File: src/verilog/adc_cfg_defines.svh
// Offsets, field positions, reset values and timing counts of the
// channel configuration and rate control block.
// Assumes byte addressing on a 32-bit AXI4-Lite register bus.
`ifndef ADC_CFG_DEFINES_SVH
`define ADC_CFG_DEFINES_SVH

// ----------------------------------------
// Register byte offsets
// ----------------------------------------
`define CH_INPUT_BASE 8'h00
`define CH_CONFIG_BASE 8'h20
`define CONTROL_OFS 8'h40
`define GPIO_DIR_OFS 8'h44
`define GPIO_OUT_OFS 8'h48
`define GPIO_IN_OFS 8'h4c
`define STATUS_OFS 8'h50
`define CAL_OFFSET_BASE 8'h60
`define CAL_GAIN_BASE 8'h70

// ----------------------------------------
// Field positions
// ----------------------------------------
`define INP_NEG_LSB 0
`define INP_POS_LSB 3
`define INP_REF_BIT 6
`define CFG_BUF_BIT 0
`define CFG_GAIN_LSB 1
`define CFG_RATE_LSB 4
`define CTL_CLK_LSB 0
`define CTL_BGCAL_LSB 2
`define CTL_FIRST_LSB 4
`define CTL_LAST_LSB 7
`define CTL_RUN_BIT 10

// ----------------------------------------
// Reset values and codes
// ----------------------------------------
`define INP_RESET 7'h00
`define CFG_RESET 7'h70
`define CONTROL_RESET 11'h000
`define GAIN_COEF_RESET 16'h8000
`define OFFSET_COEF_RESET 16'h0000
`define CLK_INTERNAL 2'h0
`define CLK_EXTERNAL 2'h1
`define CLK_DETECT 2'h2
`define NUM_CH 7
`define NUM_CAL_CH 4
`define LAST_CH 3'h6
`define RESP_OKAY 2'h0
`define RESP_SLVERR 2'h2

// ----------------------------------------
// Timing counts in converter clock ticks
// ----------------------------------------
`define SLOW_BASE_TICKS 266240
`define FAST_BASE_TICKS 16640
`define FILTER_CLK_DIV 256
`define FILTER_REF_FREQ 13952

`endif

File: src/verilog/adc_cfg_pkg.sv
// Types shared by the channel configuration and rate control block.
// Assumes adc_cfg_defines.svh is compiled alongside.
package adc_cfg_pkg;

  // ----------------------------------------
  // Conversion sequencer states
  // ----------------------------------------
  typedef enum logic [1:0] {
    ST_IDLE = 2'h0,
    ST_SETUP = 2'h1,
    ST_CONVERT = 2'h3,
    ST_DONE = 2'h2
  } conv_state_e;

  // ----------------------------------------
  // Background calibration modes
  // ----------------------------------------
  typedef enum logic [1:0] {
    BGCAL_OFF = 2'h0,
    BGCAL_OFS_CORR_GAIN_EST = 2'h1,
    BGCAL_OFS_CORR_GAIN_CORR = 2'h2,
    BGCAL_OFS_EST_GAIN_EST = 2'h3
  } bgcal_mode_e;

  // ----------------------------------------
  // Per-channel register state
  // ----------------------------------------
  typedef struct packed {
    logic [6:0] channel_input_control;
    logic [6:0] channel_configuration;
  } slot_s;

endpackage

File: src/verilog/channel_config_slot.sv
// One channel's input control and configuration registers.
// Assumes writes arrive already decoded and byte-lane gated.
`timescale 1ns/1ps
`include "adc_cfg_defines.svh"

module channel_config_slot (
  // Clock and reset
  input wire logic aclk,
  input wire logic aresetn,
  // Write side
  input wire logic wr_input,
  input wire logic wr_config,
  input wire logic [6:0] wr_data,
  // Stored settings
  output logic [6:0] channel_input_control,
  output logic [6:0] channel_configuration
);

  adc_cfg_pkg::slot_s slot_reg;
  adc_cfg_pkg::slot_s slot_next;

  // ----------------------------------------
  // Register update
  // ----------------------------------------
  always_comb begin
    slot_next = slot_reg;
    if (wr_input) begin
      slot_next.channel_input_control = wr_data;
    end
    if (wr_config) begin
      slot_next.channel_configuration = wr_data;
    end
  end

  always_ff @(posedge aclk) begin
    if (!aresetn) begin
      slot_reg.channel_input_control <= `INP_RESET;
      slot_reg.channel_configuration <= `CFG_RESET;
    end else begin
      slot_reg <= slot_next;
    end
  end

  assign channel_input_control = slot_reg.channel_input_control;
  assign channel_configuration = slot_reg.channel_configuration;

endmodule

File: src/verilog/adc_channel_config_control.sv
// Channel configuration, rate sequencing, clock choice, GPIO and
// background calibration for a multichannel sigma-delta front end.
// Assumes conv_tick is a one-cycle pulse per converter clock period,
// made on aclk; raw_code and calibration inputs come from aclk logic.
//
// Function
// - Per-channel reference select, first after reset
// - Positive and negative input index selectors
// - Four differential or seven single-ended channels
// - Gain is fixed stage times programmable stage
// - Gain field held per channel
// - Buffer forced at gain sixteen or more
// - Clock source choice, crystal detect stops oscillator
// - Eight rates, default fastest
// - External clock rates: divide by base counts
// - Rate selectable per channel
// - Scanned rate divides by channel count
// - Mains rejection only at slow rates
// - Filter response scales with converter clock
// - Seven GPIO pins drive or read levels
// - Offset and gain correction applied only while background calibration is on
// - Background calibration on channels zero to three
// - Four background calibration modes
//
// The placing of the registers and the AXI4-Lite slave port are this design's own decisions.
`timescale 1ns/1ps
`include "adc_cfg_defines.svh"

module adc_channel_config_control #(
  parameter int SLOW_BASE_TICKS = `SLOW_BASE_TICKS,
  parameter int FAST_BASE_TICKS = `FAST_BASE_TICKS
) (
  // Clock and reset
  input wire logic aclk,
  input wire logic aresetn,
  // AXI4-Lite write
  input wire logic [7:0] s_axi_awaddr,
  input wire logic s_axi_awvalid,
  output logic s_axi_awready,
  input wire logic [31:0] s_axi_wdata,
  input wire logic [3:0] s_axi_wstrb,
  input wire logic s_axi_wvalid,
  output logic s_axi_wready,
  output logic [1:0] s_axi_bresp,
  output logic s_axi_bvalid,
  input wire logic s_axi_bready,
  // AXI4-Lite read
  input wire logic [7:0] s_axi_araddr,
  input wire logic s_axi_arvalid,
  output logic s_axi_arready,
  output logic [31:0] s_axi_rdata,
  output logic [1:0] s_axi_rresp,
  output logic s_axi_rvalid,
  input wire logic s_axi_rready,
  // Converter clocking
  input wire logic conv_tick,
  input wire logic crystal_present,
  output logic internal_osc_enable,
  output logic external_clk_select,
  // Analog front end settings
  output logic second_reference,
  output logic [2:0] positive_input_select,
  output logic [2:0] negative_input_select,
  output logic fixed_gain_stage,
  output logic [1:0] programmable_gain_stage,
  output logic unity_input_buffer,
  output logic [2:0] output_rate_select,
  output logic mains_rejection,
  output logic sample_start,
  // Background calibration
  input wire logic [15:0] cal_offset_meas,
  input wire logic [15:0] cal_gain_meas,
  input wire logic cal_meas_valid,
  output logic bgcal_active,
  // Conversion result
  input wire logic [15:0] raw_code,
  output logic [15:0] result_code,
  output logic [2:0] result_channel,
  output logic result_valid,
  // General purpose pins
  input wire logic [6:0] general_purpose_pins_in,
  output logic [6:0] general_purpose_pins_out,
  output logic [6:0] general_purpose_pins_oe
);

  generate
    if (SLOW_BASE_TICKS < 1 || SLOW_BASE_TICKS * 8 >= (1 << 22) ||
        FAST_BASE_TICKS < 1 || FAST_BASE_TICKS > SLOW_BASE_TICKS) begin : g_bad
      $error("Base tick counts out of range");
    end
  endgenerate

  typedef struct packed {
    logic awready;
    logic wready;
    logic bvalid;
    logic [1:0] bresp;
    logic aw_held;
    logic w_held;
    logic [7:0] awaddr;
    logic [31:0] wdata;
    logic [3:0] wstrb;
    logic arready;
    logic rvalid;
    logic [1:0] rresp;
    logic [31:0] rdata;
    logic [10:0] control;
    logic [6:0] gpio_dir;
    logic [6:0] gpio_out;
    logic [6:0] gpio_s1;
    logic [6:0] gpio_s2;
    logic xtal_s1;
    logic xtal_s2;
    adc_cfg_pkg::conv_state_e state;
    logic [2:0] cur_ch;
    logic [21:0] tick_cnt;
    logic [21:0] tick_target;
    logic ref_sel;
    logic [2:0] pos_sel;
    logic [2:0] neg_sel;
    logic fga_on;
    logic [1:0] pga_code;
    logic buf_on;
    logic [2:0] rate_sel;
    logic mains_on;
    logic cal_on;
    logic start;
    logic [3:0][15:0] offset_coef;
    logic [3:0][15:0] gain_coef;
    logic [15:0] result;
    logic [2:0] result_ch;
    logic result_strobe;
    logic osc_on;
    logic ext_sel;
  } top_s;

  top_s r_reg;
  top_s r_next;

  logic [6:0] inp_q [`NUM_CH];
  logic [6:0] cfg_q [`NUM_CH];
  logic [6:0] wr_input_en;
  logic [6:0] wr_config_en;
  logic do_write;

  // ----------------------------------------
  // Per-channel registers
  // ----------------------------------------
  generate
    for (genvar i = 0; i < `NUM_CH; i++) begin : g_slot
      assign wr_input_en[i] = do_write && r_reg.wstrb[0] &&
                              r_reg.awaddr == `CH_INPUT_BASE + 8'(4 * i);
      assign wr_config_en[i] = do_write && r_reg.wstrb[0] &&
                               r_reg.awaddr == `CH_CONFIG_BASE + 8'(4 * i);
      channel_config_slot u_slot (
        .aclk(aclk),
        .aresetn(aresetn),
        .wr_input(wr_input_en[i]),
        .wr_config(wr_config_en[i]),
        .wr_data(r_reg.wdata[6:0]),
        .channel_input_control(inp_q[i]),
        .channel_configuration(cfg_q[i])
      );
    end
  endgenerate

  assign do_write = r_reg.aw_held && r_reg.w_held && !r_reg.bvalid;

  function automatic logic [31:0] merge(input logic [31:0] old, input logic [31:0] nw,
                                        input logic [3:0] strb);
    logic [31:0] m;
    m = old;
    for (int b = 0; b < 4; b++) begin
      if (strb[b]) begin
        m[8*b +: 8] = nw[8*b +: 8];
      end
    end
    return m;
  endfunction

  function automatic logic is_mapped(input logic [7:0] a);
    return a[1:0] == 2'h0 &&
           ((a < `CH_INPUT_BASE + 8'h1c) ||
            (a >= `CH_CONFIG_BASE && a < `CH_CONFIG_BASE + 8'h1c) ||
            (a >= `CONTROL_OFS && a <= `STATUS_OFS) ||
            (a >= `CAL_OFFSET_BASE && a < `CAL_GAIN_BASE + 8'h10));
  endfunction

  // ----------------------------------------
  // Combinational next state
  // ----------------------------------------
  logic [2:0] first_ch;
  logic [2:0] last_ch;
  logic [2:0] scan_n;
  logic ref_conflict;
  logic [31:0] status_word;
  logic [31:0] rd_word;
  logic [7:0] ra;
  logic [6:0] nxt_inp;
  logic [6:0] nxt_cfg;
  logic [2:0] gsel;
  logic [1:0] shift_n;
  logic signed [16:0] diff;
  logic signed [33:0] prod;
  logic signed [33:0] scaled;
  logic [15:0] corrected;
  logic [2:0] next_ch;

  always_comb begin
    r_next = r_reg;
    r_next.start = 1'b0;
    r_next.result_strobe = 1'b0;
    first_ch = r_reg.control[`CTL_FIRST_LSB +: 3];
    last_ch = r_reg.control[`CTL_LAST_LSB +: 3];
    if (first_ch > `LAST_CH) begin
      first_ch = `LAST_CH;
    end
    if (last_ch > `LAST_CH || last_ch < first_ch) begin
      last_ch = first_ch;
    end
    scan_n = last_ch - first_ch + 3'h1;
    next_ch = (r_reg.cur_ch >= last_ch) ? first_ch : r_reg.cur_ch + 3'h1;
    ref_conflict = 1'b0;
    for (int c = 0; c < `NUM_CH; c++) begin
      if (inp_q[c][`INP_REF_BIT] && (inp_q[c][`INP_POS_LSB +: 3] >= 3'h6 ||
          inp_q[c][`INP_NEG_LSB +: 3] >= 3'h6)) begin
        ref_conflict = 1'b1;
      end
    end
    status_word = {21'h0, ref_conflict, scan_n, r_reg.state != adc_cfg_pkg::ST_IDLE,
                   r_reg.cur_ch, r_reg.ext_sel, r_reg.osc_on, r_reg.xtal_s2};

    // Synchronisers
    r_next.gpio_s1 = general_purpose_pins_in;
    r_next.gpio_s2 = r_reg.gpio_s1;
    r_next.xtal_s1 = crystal_present;
    r_next.xtal_s2 = r_reg.xtal_s1;

    // Clock source selection
    case (r_reg.control[`CTL_CLK_LSB +: 2])
      `CLK_EXTERNAL: r_next.ext_sel = 1'b1;
      `CLK_DETECT: r_next.ext_sel = r_reg.xtal_s2;
      default: r_next.ext_sel = 1'b0;
    endcase
    r_next.osc_on = !r_next.ext_sel;

    // AXI write channel
    if (s_axi_awvalid && r_reg.awready) begin
      r_next.aw_held = 1'b1;
      r_next.awaddr = s_axi_awaddr;
    end
    if (s_axi_wvalid && r_reg.wready) begin
      r_next.w_held = 1'b1;
      r_next.wdata = s_axi_wdata;
      r_next.wstrb = s_axi_wstrb;
    end
    if (r_reg.bvalid && s_axi_bready) begin
      r_next.bvalid = 1'b0;
    end
    if (do_write) begin
      r_next.aw_held = 1'b0;
      r_next.w_held = 1'b0;
      r_next.bvalid = 1'b1;
      r_next.bresp = is_mapped(r_reg.awaddr) ? `RESP_OKAY : `RESP_SLVERR;
      case (r_reg.awaddr)
        `CONTROL_OFS: r_next.control =
          11'(merge({21'h0, r_reg.control}, r_reg.wdata, r_reg.wstrb));
        `GPIO_DIR_OFS: r_next.gpio_dir =
          7'(merge({25'h0, r_reg.gpio_dir}, r_reg.wdata, r_reg.wstrb));
        `GPIO_OUT_OFS: r_next.gpio_out =
          7'(merge({25'h0, r_reg.gpio_out}, r_reg.wdata, r_reg.wstrb));
        default: ;
      endcase
    end
    r_next.awready = !r_next.aw_held && !r_next.bvalid;
    r_next.wready = !r_next.w_held && !r_next.bvalid;

    // AXI read channel
    ra = s_axi_araddr;
    rd_word = 32'h0;
    if (ra < `CH_INPUT_BASE + 8'h1c) begin
      rd_word = {25'h0, inp_q[3'(ra[4:2])]};
    end else if (ra >= `CH_CONFIG_BASE && ra < `CH_CONFIG_BASE + 8'h1c) begin
      rd_word = {25'h0, cfg_q[3'(ra[4:2])]};
    end else if (ra >= `CAL_OFFSET_BASE && ra < `CAL_GAIN_BASE) begin
      rd_word = {16'h0, r_reg.offset_coef[ra[3:2]]};
    end else if (ra >= `CAL_GAIN_BASE && ra < `CAL_GAIN_BASE + 8'h10) begin
      rd_word = {16'h0, r_reg.gain_coef[ra[3:2]]};
    end else begin
      case (ra)
        `CONTROL_OFS: rd_word = {21'h0, r_reg.control};
        `GPIO_DIR_OFS: rd_word = {25'h0, r_reg.gpio_dir};
        `GPIO_OUT_OFS: rd_word = {25'h0, r_reg.gpio_out};
        `GPIO_IN_OFS: rd_word = {25'h0, r_reg.gpio_s2};
        `STATUS_OFS: rd_word = status_word;
        default: rd_word = 32'h0;
      endcase
    end
    if (r_reg.rvalid && s_axi_rready) begin
      r_next.rvalid = 1'b0;
    end
    if (s_axi_arvalid && r_reg.arready) begin
      r_next.rvalid = 1'b1;
      r_next.rdata = is_mapped(ra) ? rd_word : 32'h0;
      r_next.rresp = is_mapped(ra) ? `RESP_OKAY : `RESP_SLVERR;
    end
    r_next.arready = !r_next.rvalid;

    // Background calibration coefficient tracking
    if (cal_meas_valid && r_reg.cal_on && r_reg.state == adc_cfg_pkg::ST_CONVERT) begin
      case (adc_cfg_pkg::bgcal_mode_e'(r_reg.control[`CTL_BGCAL_LSB +: 2]))
        adc_cfg_pkg::BGCAL_OFS_CORR_GAIN_EST: begin
          r_next.offset_coef[r_reg.cur_ch[1:0]] = cal_offset_meas;
        end
        adc_cfg_pkg::BGCAL_OFS_CORR_GAIN_CORR: begin
          r_next.offset_coef[r_reg.cur_ch[1:0]] = cal_offset_meas;
          r_next.gain_coef[r_reg.cur_ch[1:0]] = cal_gain_meas;
        end
        default: ;
      endcase
    end

    // Output code correction
    diff = $signed({raw_code[15], raw_code}) -
           $signed({r_reg.offset_coef[r_reg.cur_ch[1:0]][15],
                    r_reg.offset_coef[r_reg.cur_ch[1:0]]});
    prod = diff * $signed({1'b0, r_reg.gain_coef[r_reg.cur_ch[1:0]]});
    scaled = prod >>> 15;
    if (scaled > 34'sd32767) begin
      corrected = 16'h7fff;
    end else if (scaled < -34'sd32768) begin
      corrected = 16'h8000;
    end else begin
      corrected = scaled[15:0];
    end

    // Conversion sequencer
    nxt_inp = inp_q[r_reg.cur_ch];
    nxt_cfg = cfg_q[r_reg.cur_ch];
    gsel = nxt_cfg[`CFG_GAIN_LSB +: 3];
    shift_n = 2'h3 - nxt_cfg[`CFG_RATE_LSB +: 2];
    case (r_reg.state)
      adc_cfg_pkg::ST_IDLE: begin
        if (r_reg.control[`CTL_RUN_BIT]) begin
          r_next.cur_ch = first_ch;
          r_next.state = adc_cfg_pkg::ST_SETUP;
        end
      end
      adc_cfg_pkg::ST_SETUP: begin
        r_next.ref_sel = nxt_inp[`INP_REF_BIT];
        r_next.pos_sel = nxt_inp[`INP_POS_LSB +: 3];
        r_next.neg_sel = nxt_inp[`INP_NEG_LSB +: 3];
        r_next.fga_on = gsel[2];
        r_next.pga_code = gsel[1:0];
        r_next.buf_on = gsel[2] | nxt_cfg[`CFG_BUF_BIT];
        r_next.rate_sel = nxt_cfg[`CFG_RATE_LSB +: 3];
        r_next.mains_on = !nxt_cfg[`CFG_RATE_LSB + 2];
        r_next.cal_on = r_reg.cur_ch < 3'(`NUM_CAL_CH) &&
                        r_reg.control[`CTL_BGCAL_LSB +: 2] != 2'h0;
        r_next.tick_target = nxt_cfg[`CFG_RATE_LSB + 2] ?
          22'(FAST_BASE_TICKS) << shift_n :
          22'(SLOW_BASE_TICKS) << shift_n;
        r_next.tick_cnt = 22'h0;
        r_next.start = 1'b1;
        r_next.state = adc_cfg_pkg::ST_CONVERT;
      end
      adc_cfg_pkg::ST_CONVERT: begin
        if (conv_tick) begin
          r_next.tick_cnt = r_reg.tick_cnt + 22'h1;
          if (r_reg.tick_cnt + 22'h1 >= r_reg.tick_target) begin
            r_next.state = adc_cfg_pkg::ST_DONE;
          end
        end
      end
      adc_cfg_pkg::ST_DONE: begin
        r_next.result = r_reg.cal_on ? corrected : raw_code;
        r_next.result_ch = r_reg.cur_ch;
        r_next.result_strobe = 1'b1;
        r_next.cur_ch = next_ch;
        r_next.state = r_reg.control[`CTL_RUN_BIT] ? adc_cfg_pkg::ST_SETUP :
                       adc_cfg_pkg::ST_IDLE;
      end
      default: r_next.state = adc_cfg_pkg::ST_IDLE;
    endcase
  end

  // ----------------------------------------
  // State register
  // ----------------------------------------
  always_ff @(posedge aclk) begin
    if (!aresetn) begin
      r_reg <= '0;
      r_reg.control <= `CONTROL_RESET;
      r_reg.state <= adc_cfg_pkg::ST_IDLE;
      r_reg.offset_coef <= {4{`OFFSET_COEF_RESET}};
      r_reg.gain_coef <= {4{`GAIN_COEF_RESET}};
      r_reg.osc_on <= 1'b1;
      r_reg.rate_sel <= 3'h7;
    end else begin
      r_reg <= r_next;
    end
  end

  // ----------------------------------------
  // Outputs
  // ----------------------------------------
  assign s_axi_awready = r_reg.awready;
  assign s_axi_wready = r_reg.wready;
  assign s_axi_bvalid = r_reg.bvalid;
  assign s_axi_bresp = r_reg.bresp;
  assign s_axi_arready = r_reg.arready;
  assign s_axi_rvalid = r_reg.rvalid;
  assign s_axi_rdata = r_reg.rdata;
  assign s_axi_rresp = r_reg.rresp;
  assign internal_osc_enable = r_reg.osc_on;
  assign external_clk_select = r_reg.ext_sel;
  assign second_reference = r_reg.ref_sel;
  assign positive_input_select = r_reg.pos_sel;
  assign negative_input_select = r_reg.neg_sel;
  assign fixed_gain_stage = r_reg.fga_on;
  assign programmable_gain_stage = r_reg.pga_code;
  assign unity_input_buffer = r_reg.buf_on;
  assign output_rate_select = r_reg.rate_sel;
  assign mains_rejection = r_reg.mains_on;
  assign sample_start = r_reg.start;
  assign bgcal_active = r_reg.cal_on;
  assign result_code = r_reg.result;
  assign result_channel = r_reg.result_ch;
  assign result_valid = r_reg.result_strobe;
  assign general_purpose_pins_out = r_reg.gpio_out;
  assign general_purpose_pins_oe = r_reg.gpio_dir;

endmodule

File: config.mk
export PLATFORM = sky130hd
export DESIGN_NAME = adc_channel_config_control
export DESIGN_NICKNAME = d
export VERILOG_FILES = /design/src/verilog/adc_cfg_pkg.sv /design/src/verilog/channel_config_slot.sv /design/src/verilog/adc_channel_config_control.sv
export VERILOG_INCLUDE_DIRS = /design/src /design/src/verilog
export SDC_FILE = /design/constraint.sdc
export NUM_CORES = 2
export LEC_CHECK = 0
export ABC_AREA = 1
export BUFFER_PORTS_ARGS = -buffer_cell sky130_fd_sc_hd__buf_2
export CAP_MARGIN = 20
export CORE_UTILIZATION = 64
export CTS_BUF_LIST = sky130_fd_sc_hd__clkbuf_8
export DETAILED_ROUTE_END_ITERATION = 7
export PLACE_DENSITY_LB_ADDON = 0.05
export SYNTH_ARGS = -nofsm -noshare
export SYNTH_HDL_FRONTEND = slang
export SYNTH_HIERARCHICAL = 1
export SYNTH_SLANG_ARGS = --single-unit
File: constraint.sdc
create_clock -name aclk -period 11.4 [get_ports aclk]
set_input_delay 1.14 -clock aclk [delete_from_list [all_inputs] [get_ports aclk]]
set_output_delay 1.14 -clock aclk [all_outputs]
set_load 0.005 [all_outputs]
==> flow_summary.toml <==
[place]
dp_cells = 5056
gp_congestion = 0.973
placedInstanceArea_um2 = 31900
hpwl_mm = 70.2
dp_slack_ps = 1870
portBuffers = 169

[timing]
slew_headroom = 0.230
skew_ps = 38.6
fin_tns_setup_ps = 0
worst_slew_pin_slew_ps = 1160
slew_violations = 0
fmax_ghz = 0.105
layout_min_cycle_time_ps = 9550
setup_viol = 0
fin_ws_ps = 1850
grt_setup_unrepaired = "false"
post-route-period-util = 0.837
finalHoldViolations = 0

[worst_hold_path]
hold_path_end = "r_reg[216]"
hold_start = "r_next[216]"
holdPathStages = 2
hold_class = "reg -> reg"

[synthesis]
synth.distinct_cells = 64
synth_edf_count = 0
syn_avg_cell_area_um2 = 7.07
synthesis.area_um2 = 31400
synthArstFlopShare = 0
synthCells = 4448
synth_seq_cells = 389
seq_area_frac_synth = 0.248
yosys_most_used_dff = "dfxtp_1"
yosys_warnings = 6

[finish]
finalInstanceArea_um2 = 33300
largest_reg_flops = 207
fin_nets = 4992
post_layout_nonfiller_instances = 5180
nFillCells = 4295
drive_above_1_share = 0.0819
area_growth_pct = 6.01

[floorplanning]
initial_core_util = 0.653
chipHeight_um = 224
die_area_um2 = 50000
io_pins = 211
fp-row-count = 80
core_um2 = 48100
die_w_um = 224

[cts]
cts.root.buffer_cell = "clkbuf_8"
cts_tree = "done"
clkSinkCount = 389
cts_resized = 0
cts_buffers = 60
clock_latency_ps = 650
path_clk_slew_ps = 60
post-cts-setup-buffer-count = 0
clk_path_buf_depth = 3
cts.htree.levels = 2
hold_buffers = 0

[global_routing]
grt_max_degree = 221
grt_pass1_wl_mm = 150
grt_use_total = 0.382
gr-total-overflow = 0
antenna_found_initial = 12
grt_pass1_vias = 27800

[routing]
vias = 29200
routed_wl_mm = 95.1
postRouteAntennaNets = 0
drt-pass1-iter-count = 8
drc = 0
viasPerCell = 5.64
first_iter_violations = 2773
wl_per_cell_um = 18.4

[critical_path]
worst_path_most_repeated_cell = "nand2_1"
crit_type = "reg -> reg"
crit_fanout = 71
slowest_stage = "fa_1"
r2r-start = "r_reg[211]"
cpPeakStageDelay_ps = 960
rrSetupSlack_ps = 1850
r2r_end = "result_code[5]"
start_kind = "flop"
worstPathRequired_ps = 11880
critPathArrivalTime_ps = 10030
reg2regPathDepth = 39
end_kind = "flop"

[status]
outcome = "finished clean"

[pwr]
peakVddDrop_uv = 117
leakagePower_nw = 15.5
powerDensity_nw_per_um2 = 89.6

[flow_run]
max_cap_violations = 0
## cells in the mapped netlist (all sizes together) (20+ instances only)
cell | number | area share
nand2 | 937 | 0.11
inv | 768 | 0.092
nor2 | 535 | 0.066
a21oi | 389 | 0.063
dfxtp | 389 | 0.25
o21ai | 332 | 0.053
fa | 269 | 0.17
buf | 138 | 0.032
ha | 138 | 0.055
clkbuf | 123 | 0.015
nand3 | 107 | 0.017
o22ai | 72 | 0.014
nor3 | 36 | 0.0062
o221ai | 30 | 0.0084
xor2 | 29 | 0.0081
xnor2 | 20 | 0.0056
## kinds of logic after synthesis
family                   Yosys count  share of synthesized area
other                              1                   0.000119
AO/OA/AOI/OAI                    914                      0.163
buffers and inverters           1037                      0.139
flip-flops                       389                      0.248
AND/OR/NAND/NOR                 1651                      0.210
XOR/XNOR                          49                     0.0136
adder cells (fa/ha/maj)          407                      0.226
## worst max-delay path, delay by kind of cell, from the launching register on
family	cells	cell delay, ps
fa+ha+maj	9	4620
flops	1	790
compound gates	3	350
xor+xnor	1	140
simple gates	18	2710
buf+inv	8	770
## layout make-up
cell class	instances	area [um2]	area share
sequential	389	7790	0.234
tap	656	821	0.0246
clock inverter	34	264	0.00792
timing repair buffer	202	1130	0.0340
inverter	776	2920	0.0875
antenna	8	20.0	0.000601
multi-input combinational	3039	19300	0.580
clock buffer	76	1050	0.0314
## layout by cell type (no fill, tap or decap), types with 11 or more instances in the layout
cell type	netlist	routed
o21ai_0	331	331
conb_1	1	18
clkbuf_8	0	77
ha_1	138	138
a21oi_2	12	12
buf_4	92	31
o21bai_1	12	12
fa_1	269	269
nor2_1	521	521
nand2_1	925	925
buf_2	22	168
nand3_1	106	106
o22ai_1	72	72
inv_2	20	20
dfxtp_1	389	387
inv_1	748	766
nor3_1	34	34
nand2_2	11	11
nand4_1	14	14
xnor2_1	20	20
xor2_1	29	29
o211ai_1	17	17
a22oi_1	11	11
o221ai_1	30	30
a21oi_1	377	377
## worst max-delay path by stage
stage                     cells after the start        start  slack [ps]              end
after floorplan                              48   r_reg[211]        2410  result_code[10]
after global routing                         38   r_reg[211]        1160   result_code[5]
final                                        39   r_reg[211]        1850   result_code[5]
after global placement                       38  raw_code[0]        2020   result_code[4]
after CTS                                    39   r_reg[211]        1930   result_code[5]
after detailed placement                     38  raw_code[0]        1870   result_code[4]
## where the power goes
| part | switching [mW] | total [mW] | internal [mW] | leakage, nW |
|---|---|---|---|---|
| clock | 0.573 | 1.26 | 0.691 | 0.747 |
| sequential | 0.0164 | 1.39 | 1.37 | 3.14 |
| combinational | 0.239 | 0.337 | 0.0977 | 11.6 |
## through the flow
step	hold WS [ps]	util	total power, mW
6_report	410	0.692	2.99
5_1_grt	432	0.692	3.09
4_1_cts	414	0.691	2.99
3_5_place_dp	402	0.663	1.74
3_3_place_gp	399	0.663	1.74
2_1_floorplan	390	-	1.63
## layer usage
metal / vias to the layer above / global-route usage / routed length (um)
met4: 10 / 0.189 / 4890
li1: 13900 / - / -
met2: 1434 / 0.616 / 43200
met5: - / 0 / 63
met3: 287 / 0.0700 / 9460
met1: 13600 / 0.493 / 37600
Power figures use the tool's default switching activity.
